`src/bcls_params.svh`:
```
// Constants for the courtesy light sequencer.
// Assumes a 40 MHz system clock and APB access.
// Behaviour
// - Feature enable switchable on its own
// - Enable cleared by reset
// - Disabled forces selected output inactive
// - Light routed to exactly one output
// - Profile selects one of four behaviours
// - Courtesy profile lit during motion, pre-delays
// - Courtesy profile lit for time at rest
// - Moving-only profile lit only while moving
// - Flashing profile toggles in motion, pre-delays
// - Steady profile lit where flashing would flash
// - Phase starts after powered, not manual, movement
// - Phase lights courtesy profile, ends on expiry
// - Phase time 4 s to 35999 s
`ifndef BCLS_PARAMS_SVH
`define BCLS_PARAMS_SVH
`define BCLS_CLK_HZ      40000000
`define BCLS_TICK_S      1
`define BCLS_TICK_CYC    (`BCLS_CLK_HZ * `BCLS_TICK_S)
`define BCLS_FLASH_MS    500
`define BCLS_FLASH_CYC   ((`BCLS_CLK_HZ / 1000) * `BCLS_FLASH_MS)
`define BCLS_OFS_CTRL    8'h00
`define BCLS_OFS_TIME    8'h04
`define BCLS_OFS_STAT    8'h08
`define BCLS_CTRL_EN     0
`define BCLS_CTRL_RT_LO  1
`define BCLS_CTRL_RT_HI  2
`define BCLS_CTRL_PR_LO  4
`define BCLS_CTRL_PR_HI  5
`define BCLS_TIME_MIN    16'h0004
`define BCLS_TIME_MAX    16'h8c9f
`define BCLS_TIME_RST    16'h001e
`endif

```
`src/bcls_pkg.sv`:
```
// Types for the courtesy light sequencer.
// Used with package-qualified names only.
package bcls_pkg;
  typedef enum logic [1:0] {
    BCLS_IDLE   = 2'h0,
    BCLS_ACTIVE = 2'h1,
    BCLS_PHASE  = 2'h3
  } bcls_state_type;
  typedef enum logic [1:0] {
    BCLS_COURTESY_PROFILE = 2'h0,
    BCLS_MOVING_ONLY_PROFILE = 2'h1,
    BCLS_FLASHING_PRESTART_PROFILE = 2'h2,
    BCLS_STEADY_PRESTART_PROFILE = 2'h3
  } bcls_profile_type;
  typedef enum logic [1:0] {
    BCLS_CONTACT_OUTPUT = 2'h0,
    BCLS_SPARE_BIDIR_OUTPUT = 2'h1,
    BCLS_AUX_DRAIN = 2'h2,
    BCLS_STATUS_LAMP = 2'h3
  } bcls_route_type;
endpackage : bcls_pkg

```
`src/bcls_sequencer.sv`:
```
// Courtesy light sequencer with APB register access.
// Barrier state inputs come from logic on i_clock.
//
// The APB register port and the address map were chosen for this implementation.
`timescale 1ns/100ps
`include "bcls_params.svh"
module bcls_sequencer #(
  parameter int TICK_CYC  = `BCLS_TICK_CYC,
  parameter int FLASH_CYC = `BCLS_FLASH_CYC
) (
  input  wire logic        i_clock,
  input  wire logic        i_reset_n,
  input  wire logic        i_psel,
  input  wire logic        i_penable,
  input  wire logic        i_pwrite,
  input  wire logic [7:0]  i_paddr,
  input  wire logic [31:0] i_pwdata,
  output logic      [31:0] o_prdata,
  output logic             o_pready,
  output logic             o_pslverr,
  input  wire logic        i_moving,
  input  wire logic        i_pre_open,
  input  wire logic        i_pre_close,
  input  wire logic        i_manual,
  input  wire logic        i_spare_bidir_in,
  output logic             o_spare_bidir_out,
  output logic             o_spare_bidir_oe_n,
  output logic             o_contact_output,
  output logic             o_aux_drain_oe_n,
  output logic             o_status_lamp
);

  localparam int TW = $clog2(TICK_CYC + 1);
  localparam int FW = $clog2(FLASH_CYC + 1);

  // Register state
  logic                      en_r, en_nxt;
  bcls_pkg::bcls_route_type   route_r, route_nxt;
  bcls_pkg::bcls_profile_type prof_r, prof_nxt;
  logic [15:0]               time_r, time_nxt;
  logic [31:0]               rdata_r, rdata_nxt;
  logic                      ready_r, ready_nxt;
  logic                      err_r, err_nxt;

  // Sequencer state
  bcls_pkg::bcls_state_type   state_r, state_nxt;
  logic [15:0]               sec_r, sec_nxt;
  logic [TW-1:0]             tcnt_r, tcnt_nxt;
  logic                      tick;
  logic [FW-1:0]             fcnt_r, fcnt_nxt;
  logic                      fon_r, fon_nxt;
  logic                      powered_r, powered_nxt;
  logic                      light_r, light_nxt;
  logic [3:0]                outs_r, outs_nxt;
  logic [1:0]                pin_sync_r;

  logic act, flashing, wr, mapped;
  logic [15:0] wtime;

  assign act = i_moving | i_pre_open | i_pre_close;
  assign flashing = (prof_r ==
    bcls_pkg::BCLS_FLASHING_PRESTART_PROFILE) && act;
  assign mapped = (i_paddr == `BCLS_OFS_CTRL) ||
                  (i_paddr == `BCLS_OFS_TIME) ||
                  (i_paddr == `BCLS_OFS_STAT);
  assign wr = i_psel & i_penable & i_pwrite & ready_r & ~err_r;
  assign tick = (tcnt_r == TW'(TICK_CYC - 1));

  always_comb begin
    wtime = i_pwdata[15:0];
    if (wtime < `BCLS_TIME_MIN) begin
      wtime = `BCLS_TIME_MIN;
    end else if (wtime > `BCLS_TIME_MAX) begin
      wtime = `BCLS_TIME_MAX;
    end
  end

  // APB slave: one setup cycle, one access cycle
  always_comb begin
    en_nxt    = en_r;
    route_nxt = route_r;
    prof_nxt  = prof_r;
    time_nxt  = time_r;
    ready_nxt = i_psel & ~i_penable;
    err_nxt   = i_psel & ~i_penable & ~mapped;
    rdata_nxt = 32'h0;
    if (i_psel && !i_penable && !i_pwrite) begin
      case (i_paddr)
        `BCLS_OFS_CTRL: begin
          rdata_nxt[`BCLS_CTRL_EN] = en_r;
          rdata_nxt[`BCLS_CTRL_RT_HI:`BCLS_CTRL_RT_LO] = route_r;
          rdata_nxt[`BCLS_CTRL_PR_HI:`BCLS_CTRL_PR_LO] = prof_r;
        end
        `BCLS_OFS_TIME: rdata_nxt[15:0] = time_r;
        `BCLS_OFS_STAT: begin
          rdata_nxt[0] = light_r;
          rdata_nxt[1] = (state_r == bcls_pkg::BCLS_PHASE);
          rdata_nxt[3:2] = state_r;
          rdata_nxt[4] = pin_sync_r[1];
          rdata_nxt[31:16] = sec_r;
        end
        default: rdata_nxt = 32'h0;
      endcase
    end
    if (wr) begin
      case (i_paddr)
        `BCLS_OFS_CTRL: begin
          en_nxt = i_pwdata[`BCLS_CTRL_EN];
          route_nxt = bcls_pkg::bcls_route_type'(
            i_pwdata[`BCLS_CTRL_RT_HI:`BCLS_CTRL_RT_LO]);
          prof_nxt = bcls_pkg::bcls_profile_type'(
            i_pwdata[`BCLS_CTRL_PR_HI:`BCLS_CTRL_PR_LO]);
        end
        `BCLS_OFS_TIME: time_nxt = wtime;
        default: time_nxt = time_r;
      endcase
    end
  end

  always_ff @(posedge i_clock) begin
    if (!i_reset_n) begin
      en_r    <= 1'b0;
      route_r <= bcls_pkg::BCLS_CONTACT_OUTPUT;
      prof_r  <= bcls_pkg::BCLS_COURTESY_PROFILE;
      time_r  <= `BCLS_TIME_RST;
      rdata_r <= 32'h0;
      ready_r <= 1'b0;
      err_r   <= 1'b0;
    end else begin
      en_r    <= en_nxt;
      route_r <= route_nxt;
      prof_r  <= prof_nxt;
      time_r  <= time_nxt;
      rdata_r <= rdata_nxt;
      ready_r <= ready_nxt;
      err_r   <= err_nxt;
    end
  end

  // Pin read-back synchroniser
  always_ff @(posedge i_clock) begin
    if (!i_reset_n) begin
      pin_sync_r <= 2'h0;
    end else begin
      pin_sync_r <= {pin_sync_r[0], i_spare_bidir_in};
    end
  end

  // Motion phase machine and second counter
  always_comb begin
    state_nxt   = state_r;
    sec_nxt     = sec_r;
    powered_nxt = powered_r;
    tcnt_nxt    = tick ? TW'(0) : tcnt_r + TW'(1);
    case (state_r)
      bcls_pkg::BCLS_IDLE: begin
        if (act) begin
          state_nxt = bcls_pkg::BCLS_ACTIVE;
          powered_nxt = i_moving & ~i_manual;
        end
      end
      bcls_pkg::BCLS_ACTIVE: begin
        if (i_moving && !i_manual) begin
          powered_nxt = 1'b1;
        end
        if (!act) begin
          if (powered_r) begin
            state_nxt = bcls_pkg::BCLS_PHASE;
            sec_nxt = time_r;
            tcnt_nxt = TW'(0);
          end else begin
            state_nxt = bcls_pkg::BCLS_IDLE;
          end
        end
      end
      bcls_pkg::BCLS_PHASE: begin
        if (act) begin
          state_nxt = bcls_pkg::BCLS_ACTIVE;
          powered_nxt = i_moving & ~i_manual;
          sec_nxt = time_r;
        end else if (tick) begin
          if (sec_r <= 16'h0001) begin
            state_nxt = bcls_pkg::BCLS_IDLE;
            sec_nxt = 16'h0;
          end else begin
            sec_nxt = sec_r - 16'h0001;
          end
        end
      end
      default: state_nxt = bcls_pkg::BCLS_IDLE;
    endcase
  end

  always_ff @(posedge i_clock) begin
    if (!i_reset_n) begin
      state_r   <= bcls_pkg::BCLS_IDLE;
      sec_r     <= 16'h0;
      tcnt_r    <= '0;
      powered_r <= 1'b0;
    end else begin
      state_r   <= state_nxt;
      sec_r     <= sec_nxt;
      tcnt_r    <= tcnt_nxt;
      powered_r <= powered_nxt;
    end
  end

  always_comb begin
    fcnt_nxt = '0;
    fon_nxt  = 1'b1;
    if (flashing) begin
      if (fcnt_r == FW'(FLASH_CYC - 1)) begin
        fon_nxt = ~fon_r;
      end else begin
        fcnt_nxt = fcnt_r + FW'(1);
        fon_nxt = fon_r;
      end
    end
  end

  // Profile decode and output routing
  always_comb begin
    case (prof_r)
      bcls_pkg::BCLS_COURTESY_PROFILE:
        light_nxt = act | (state_r == bcls_pkg::BCLS_PHASE);
      bcls_pkg::BCLS_MOVING_ONLY_PROFILE:
        light_nxt = i_moving;
      // flash in motion
      // Light follows the flasher phase, so each half lasts FLASH_CYC
      bcls_pkg::BCLS_FLASHING_PRESTART_PROFILE:
        light_nxt = act & fon_r;
      default: light_nxt = act;
    endcase
    outs_nxt = 4'h0;
    if (en_r) begin
      outs_nxt[route_r] = light_nxt;
    end
  end

  always_ff @(posedge i_clock) begin
    if (!i_reset_n) begin
      fcnt_r  <= '0;
      fon_r   <= 1'b1;
      light_r <= 1'b0;
      outs_r  <= 4'h0;
    end else begin
      fcnt_r  <= fcnt_nxt;
      fon_r   <= fon_nxt;
      light_r <= light_nxt;
      outs_r  <= outs_nxt;
    end
  end

  // Port drive, open-drain pins pull low when lit
  assign o_prdata = rdata_r;
  assign o_pready = ready_r;
  assign o_pslverr = err_r;
  assign o_contact_output = outs_r[0];
  assign o_spare_bidir_out = 1'b0;
  assign o_spare_bidir_oe_n = ~outs_r[1];
  assign o_aux_drain_oe_n = ~outs_r[2];
  assign o_status_lamp = outs_r[3];

  // Checks
  a_reset_disable: assert property (@(posedge i_clock)
    !i_reset_n |=> !en_r) else $error("enable not cleared");
  a_disabled_dark: assert property (@(posedge i_clock)
    disable iff (!i_reset_n) !en_r |=> outs_r == 4'h0)
    else $error("output active while disabled");
  a_route_single: assert property (@(posedge i_clock)
    disable iff (!i_reset_n) $onehot0(outs_r))
    else $error("more than one output active");
  a_route_follow: assert property (@(posedge i_clock)
    disable iff (!i_reset_n) en_r && light_nxt |=> outs_r[$past(route_r)])
    else $error("enabled light not routed");
  a_courtesy_motion: assert property (@(posedge i_clock)
    disable iff (!i_reset_n)
    prof_r == bcls_pkg::BCLS_COURTESY_PROFILE && act |=> light_r)
    else $error("courtesy light off in motion");
  a_moving_only: assert property (@(posedge i_clock)
    disable iff (!i_reset_n)
    prof_r == bcls_pkg::BCLS_MOVING_ONLY_PROFILE |=> light_r == $past(i_moving))
    else $error("moving-only light wrong");
  a_flash_start: assert property (@(posedge i_clock)
    disable iff (!i_reset_n) $rose(flashing) |=> light_r)
    else $error("flash did not start on");
  a_steady_on: assert property (@(posedge i_clock)
    disable iff (!i_reset_n)
    prof_r == bcls_pkg::BCLS_STEADY_PRESTART_PROFILE |=> light_r == $past(act))
    else $error("steady light wrong");
  a_phase_entry: assert property (@(posedge i_clock)
    disable iff (!i_reset_n)
    state_r == bcls_pkg::BCLS_ACTIVE && !act && powered_r
    |=> state_r == bcls_pkg::BCLS_PHASE && sec_r == $past(time_r))
    else $error("phase not entered");
  a_manual_rest: assert property (@(posedge i_clock)
    disable iff (!i_reset_n)
    state_r == bcls_pkg::BCLS_ACTIVE && !act && !powered_r
    |=> state_r == bcls_pkg::BCLS_IDLE) else $error("manual rest lit");
  a_phase_expiry: assert property (@(posedge i_clock)
    disable iff (!i_reset_n)
    state_r == bcls_pkg::BCLS_PHASE && !act && tick && sec_r == 16'h0001
    |=> state_r == bcls_pkg::BCLS_IDLE) else $error("phase did not end");
  a_time_range: assert property (@(posedge i_clock)
    disable iff (!i_reset_n)
    time_r >= `BCLS_TIME_MIN && time_r <= `BCLS_TIME_MAX)
    else $error("time out of range");
  a_tick_step: assert property (@(posedge i_clock)
    disable iff (!i_reset_n)
    state_r == bcls_pkg::BCLS_PHASE && !act && tick && sec_r > 16'h0001
    |=> sec_r == $past(sec_r) - 16'h0001) else $error("bad decrement");
  // Flash, rest and phase checks
  a_flash_toggle: assert property (@(posedge i_clock)
    disable iff (!i_reset_n) flashing && fcnt_r == FW'(FLASH_CYC - 1)
    |=> fon_r != $past(fon_r)) else $error("flasher did not toggle");
  a_idle_dark: assert property (@(posedge i_clock)
    disable iff (!i_reset_n) prof_r == bcls_pkg::BCLS_COURTESY_PROFILE
    && state_r == bcls_pkg::BCLS_IDLE && !act |=> !light_r)
    else $error("courtesy light on at idle");
  a_phase_lit: assert property (@(posedge i_clock)
    disable iff (!i_reset_n) prof_r == bcls_pkg::BCLS_COURTESY_PROFILE
    && state_r == bcls_pkg::BCLS_PHASE |=> light_r)
    else $error("courtesy light off in phase");
  c_phase_end: cover property (@(posedge i_clock)
    state_r == bcls_pkg::BCLS_PHASE ##1 state_r == bcls_pkg::BCLS_IDLE);
  c_flash_off: cover property (@(posedge i_clock) flashing && !light_r);
  c_manual_rest: cover property (@(posedge i_clock)
    state_r == bcls_pkg::BCLS_ACTIVE && !act && !powered_r);
  c_ctrl_write: cover property (@(posedge i_clock)
    wr && i_paddr == `BCLS_OFS_CTRL && i_pwdata[0]);

endmodule : bcls_sequencer

```
`config.mk`:
```
export PLATFORM = sky130hd
export DESIGN_NAME = bcls_sequencer
export DESIGN_NICKNAME = d
export VERILOG_FILES = /design/src/bcls_pkg.sv /design/src/bcls_sequencer.sv
export VERILOG_INCLUDE_DIRS = /design/src /design/src/src
export SDC_FILE = /design/constraint.sdc
export NUM_CORES = 1
export LEC_CHECK = 0
export BUFFER_PORTS_ARGS = -buffer_cell sky130_fd_sc_hd__buf_2
export CAP_MARGIN = 20
export CORE_MARGIN = 2
export CORE_UTILIZATION = 51
export DETAILED_ROUTE_END_ITERATION = 8
export PLACE_DENSITY_LB_ADDON = 0.2
export RECOVER_POWER = 100
export SETUP_SLACK_MARGIN = 0.05
export SLEW_MARGIN = 20
export SYNTH_ARGS = -nofsm -noshare
export SYNTH_HDL_FRONTEND = slang
export SYNTH_SLANG_ARGS = --single-unit
```
`constraint.sdc`:
```
create_clock -name i_clock -period 1.8 [get_ports i_clock]
set_input_delay 0.36 -clock i_clock [delete_from_list [all_inputs] [get_ports i_clock]]
set_output_delay 0.36 -clock i_clock [all_outputs]
set_load 0.01 [all_outputs]
```
Word level (Yosys, flattened, before mapping)
Cells that the tools add are included.
{ "totals": {"word_cells": 118, "out_inout_bits": 39, "ff_bits": 133, "in_bits": 50} }
{ "op_classes": {"eq_ne": 15, "addsub": 3, "n_bitwise": 21, "reduce_logical": 27, "mux": 29, "n_lt_le_gt_ge": 5} }
{ "op_table": {"columns": ["operator", "count"], "rows": [
  ["2-to-1 mux 16 bit", 7],
  ["2-to-1 mux 26 bit", 4],
  ["case mux 16 bit (2 select lines)", 1],
  ["adder 26 x 1 -> 26 bit, second input constant", 1],
  ["== test 26 bit, second input constant", 1],
  ["adder 25 x 1 -> 25 bit, second input constant", 1],
  ["== test 25 bit, second input constant", 1],
  ["> comparator 16 bit, second input constant", 1],
  ["<= comparator 16 x 1 -> 1 bit, second input constant", 1],
  ["less-than comparator 16 x 3 -> 1 bit, second input constant", 1],
  ["subtractor 16 x 1 -> 16 bit, second input constant", 1],
  ["2-to-1 mux 2 bit", 6],
  ["AND reduction 2 bit", 5],
  ["NOT 1 bit", 9],
  ["case mux 3 bit (3 select lines)", 1],
  ["AND reduction 3 bit", 3],
  ["AND 1 bit", 8],
  ["== test 8 x 3 -> 1 bit, second input constant", 1],
  ["== test 8 x 4 -> 1 bit, second input constant", 1],
  ["zero test 8 bit", 1],
  ["inequality test 2 bit, second input constant", 4],
  ["AND reduction 4 bit", 2],
  ["inequality test 3 bit, second input constant", 2],
  ["case mux 1 bit (2 select lines)", 3],
  ["18 further kinds", 34]
]} }

Depth between registers and ports, before layout
{ "depth": {"depth_word": 5, "mapped_depth": 9, "depth_no_buf": 8} }

Worst setup path before layout
No wires, ideal clock.
{ "synth_path": {"path_kind": "reg2reg", "start": "reg sec_r[0]", "end": "reg sec_r[14]", "t_required_ns": 1.677, "stages_incl_launch_ff": 9, "synth_period_minus_slack_ns": 2.020, "setup_time_ns": 0.123, "n_path_buf": 0, "slack_ns": -0.220, "arrival_ns": 1.898, "cell_sequence": "dfxtp_1 > inv_1 > ha_1 > or4b_1 > nor3b_2 > nand3_1 > xnor2_1 > a221oi_1 > nor2_1"} }
{ "synth_between": {"elab_chain_len": 5, "elab_cells_between_ends": 6, "cone_classes": "1 x add/sub; 1 x order compare; 4 x mux"} }
{ "synth_lines": {"columns": ["element", "line", "source"], "rows": [
  ["from (decl)", "bcls_sequencer.sv:47", "logic [15:0] sec_r, sec_nxt;"],
  ["from (signal assigned)", "bcls_sequencer.sv:202", "sec_r <= sec_nxt;"],
  ["subtractor 16 x 1 -> 16 bit or <= comparator 16 x 1 -> 1 bit (tied branches)", "bcls_sequencer.sv:186, bcls_sequencer.sv:182", null],
  ["2-to-1 mux 16 bit *", "bcls_sequencer.sv:182", "if (sec_r <= 16'h0001) begin"],
  ["2-to-1 mux 16 bit *", "bcls_sequencer.sv:181", "end else if (tick) begin"],
  ["2-to-1 mux 16 bit *", "bcls_sequencer.sv:177", "if (act) begin"],
  ["case mux 16 bit (2 select lines) *", "bcls_sequencer.sv:155", "case (state_r)"]
]} }
Every way passes the cells marked *; elsewhere a longest branch is shown, timed or not. The select of a mux whose other input is x is not followed.
A chain may end at the register's enable or synchronous reset.

Worst setup path in the final report
{ "layout_path": {"start": "reg tcnt_r[12]", "end": "reg state_r[0]"} }
{ "layout_between": {"elab_chain_len": 3} }
{ "layout_lines": {"columns": ["element", "line", "source"], "rows": [
  ["from (decl)", "bcls_sequencer.sv:48", "logic [TW-1:0] tcnt_r, tcnt_nxt;"],
  ["from (signal assigned)", "bcls_sequencer.sv:203", "tcnt_r <= tcnt_nxt;"],
  ["== test 26 bit", "bcls_sequencer.sv:67", "assign tick = (tcnt_r == TW'(TICK_CYC - 1));"],
  ["inequality test 3 bit (no line)", null, null],
  ["AND reduction 4 bit (no line)", null, null],
  ["to (signal assigned)", "bcls_sequencer.sv:196", "state_r <= bcls_pkg::BCLS_IDLE;"],
  ["to (signal assigned)", "bcls_sequencer.sv:201", "state_r <= state_nxt;"],
  ["to (decl)", "bcls_sequencer.sv:46", "bcls_pkg::bcls_state_type state_r, state_nxt;"]
]} }
No other way between the ends.

==> impl_metrics.json <==
{
  "grt_overflow_total": 0,
  "path_buf_inv": 2,
  "cts_buffers": 17,
  "route.detailed.drc": 0,
  "critPathLaunchType": "flip-flop",
  "setup_tns_ns": -4.56,
  "htreeDepth": 4,
  "synthFlopType": "dfxtp_1",
  "p_per_area_nw_per_um2": 928,
  "cp.depth": 8,
  "cts-hold-fix-buffers": 0,
  "synth_top_area_share_pct": 46.7,
  "crit_chain": "nand4_1 > or3_4 > nor4_4 > buf_6 > buf_6 > a21o_1 > a31oi_1 > a311oi_1",
  "holdCritPathClass": "primary input to flip-flop",
  "synth_area_leaders": "dfxtp_1 (47%), nor2_1 (6.9%), xor2_1 (4.9%), and2_1 (3.4%), xnor2_1 (3.2%)",
  "die_height_um": 110,
  "drt_iter0_drc": 206,
  "die_area_sq_um": 12000,
  "top_layer": "met4",
  "drive_gt1_share_pct": 30.4,
  "clock_sinks": 133,
  "synth_cell_types": 64,
  "wl_mm": 15.2,
  "async_flop_share_pct": 0,
  "leakage_uw": 0.00310,
  "area_growth_pct": 38.4,
  "fmax_mhz": 512,
  "diodes": 0,
  "pin_count": 89,
  "ys_ff_latch": 133,
  "met2_length_mm": 7.38,
  "cp_data_required_time_ns": 2.24,
  "critical_path.top_delay_family": "simple AND/OR/NAND/NOR gates",
  "syn-num-nets": 696,
  "worstSkewPairLatency_ns": 0.53,
  "yosysTopAreaCell": "dfxtp_1",
  "slew_viol_final": 0,
  "gp_congestion": 0.878,
  "cpMostUsedCell": "buf_6",
  "ant_nets": 0,
  "setup_ws_ns": -0.153,
  "ctsRootBufferMaster": "clkbuf_8",
  "wl_per_cell_um": 15.8,
  "rsz0062_at_grt": "true",
  "num_rows": 38,
  "initial_core_util_pct": 52.4,
  "track_usage_pct": 26.5,
  "cp_max_fo": 6,
  "synth_most_common_cell": "dfxtp_1",
  "min_period_ns": 1.95,
  "fin_skew_ns": 0.00767,
  "r2r_cells": 8,
  "nNetsFinal": 867,
  "dpl.hpwl_mm": 10.2,
  "avgSynthCellArea_sq_um": 8.94,
  "die_w_um": 110,
  "cts_tree": "done",
  "drtPass1Iterations": 5,
  "hold_viol_final": 0,
  "endpoint_kind": "flip-flop",
  "clk_pin_slew_ns": 0.06,
  "path_class": "flip-flop to flip-flop",
  "core_sq_um": 10900,
  "status": "finished, violations left",
  "netlist_instances": 638,
  "wl_met1_mm": 6.68,
  "vias": 5189,
  "cp_slowest_cell": "or3_4",
  "cap_violations": 0,
  "grt_pass1_wl_mm": 24.6,
  "crit_arrival_ns": 2.39,
  "netlist_area_sq_um": 5700,
  "setup_viol": 44,
  "period_share_pct": 108,
  "fin_cells": 962,
  "antenna_found_initial": 0,
  "post_drt_via_cell_ratio": 5.39,
  "grt_pass1_vias": 5194,
  "crit_path_max_incr_delay_ns": 0.35,
  "dp.cells": 919,
  "synth_warnings": 0,
  "cts.path.max_buffers": 2,
  "yosysSeqAreaShare_pct": 46.7,
  "grt_max_degree": 24,
  "violations": "negative setup slack",
  "synth_edf_count": 0,
  "port_buffers": 71,
  "synth_common_cells": "dfxtp_1 (133), nor2_1 (105), nand2_1 (47)",
  "met3_length_um": 825,
  "ir_drop_uv": 763,
  "whs_path_depth": 2
}
==> repair_timing <==
item	CTS	global route
endpoints found under the setup margin	46	68
buffers inserted	8	1
gates resized for setup	39	50
cloned	3	1
pin swaps	15	11
==> path summary, 6_finish.rpt <==
| path | endpoint | from | slack, ns |
|---|---|---|---|
| worst max-delay path | state_r[0] | tcnt_r[12] | -0.15 |
| worst min register to register | fcnt_r[0] | fcnt_r[0] | 0.46 |
| worst min-delay path | pin_sync_r[0] | i_spare_bidir_in | 0.06 |
| worst max register to register | state_r[0] | tcnt_r[12] | -0.15 |
==> registers in the layout, summed over array words and instances, names as in the netlist, 2 cells and up <==
register    flops
o_prdata       32
tcnt_r         26
fcnt_r         25
sec_r          16
time_r         16
outs_r          4
pin_sync_r      2
prof_r          2
route_r         2
state_r         2
==> final cells by class <==
| cell class | instances | area (sq um) |
|---|---|---|
| Clock buffer | 20 | 455 |
| Clock inverter | 12 | 151 |
| Fill cell | 809 | 3000 |
| Inverter | 16 | 60.1 |
| Multi-Input combinational cell | 465 | 3200 |
| Sequential cell | 133 | 2670 |
| Tap cell | 140 | 175 |
| Timing Repair Buffer | 176 | 1180 |
==> layer usage <==
layer  GRT usage (%)  vias up
met5               0        -
met4            9.76        0
met3            6.76       26
met2            43.4      189
met1            33.6     2420
li1                -     2554
==> per-stage QoR <==
step / cell area (sq um) / hold WS, ns / setup WS [ns] / util (%) / power (uW)
after floorplan: 5820 / 0.412 / -0.0606 / - / 3490
after global placement: 6970 / 0.419 / -0.119 / 64.0 / 3730
after detailed placement: 6970 / 0.430 / -0.128 / 64.0 / 3750
after CTS: 7840 / 0.0449 / -0.119 / 72.0 / 7300
after global routing: 7890 / 0.0471 / -0.231 / 72.5 / 7560
final: 7890 / 0.0572 / -0.153 / 72.5 / 7320
==> where the power goes <==
| group | internal (uW) | leakage (uW) | switching [uW] |
|---|---|---|---|
| Combinational | 365 | 0.00172 | 421 |
| Sequential | 2990 | 0.00108 | 34.1 |
| Clock | 2220 | 0.000297 | 1300 |
==> cell usage in the layout (no fill, tap or decap), types with 21 or more instances in the layout <==
| cell | count |
|---|---|
| a21oi_1 | 21 |
| and2_1 | 23 |
| buf_2 | 33 |
| buf_4 | 85 |
| clkbuf_1 | 43 |
| dfxtp_1 | 126 |
| nand2_1 | 47 |
| nand3_1 | 27 |
| nor2_1 | 76 |
| xnor2_1 | 21 |
| xor2_1 | 31 |
==> kinds of logic (layout without fill, tap and decap cells) <==
kind of cell | Yosys count | after routing | synth area share (%)
simple gates | 301 | 301 | 27.7
flops | 133 | 133 | 46.7
compound gates | 89 | 90 | 10.2
xor+xnor | 53 | 53 | 8.14
buf+inv | 41 | 224 | 3.33
mux | 12 | 12 | 2.11
fa+ha+maj | 8 | 8 | 1.76
other cells | 1 | 1 | 0.0658
(Power assumes the default switching activity.)
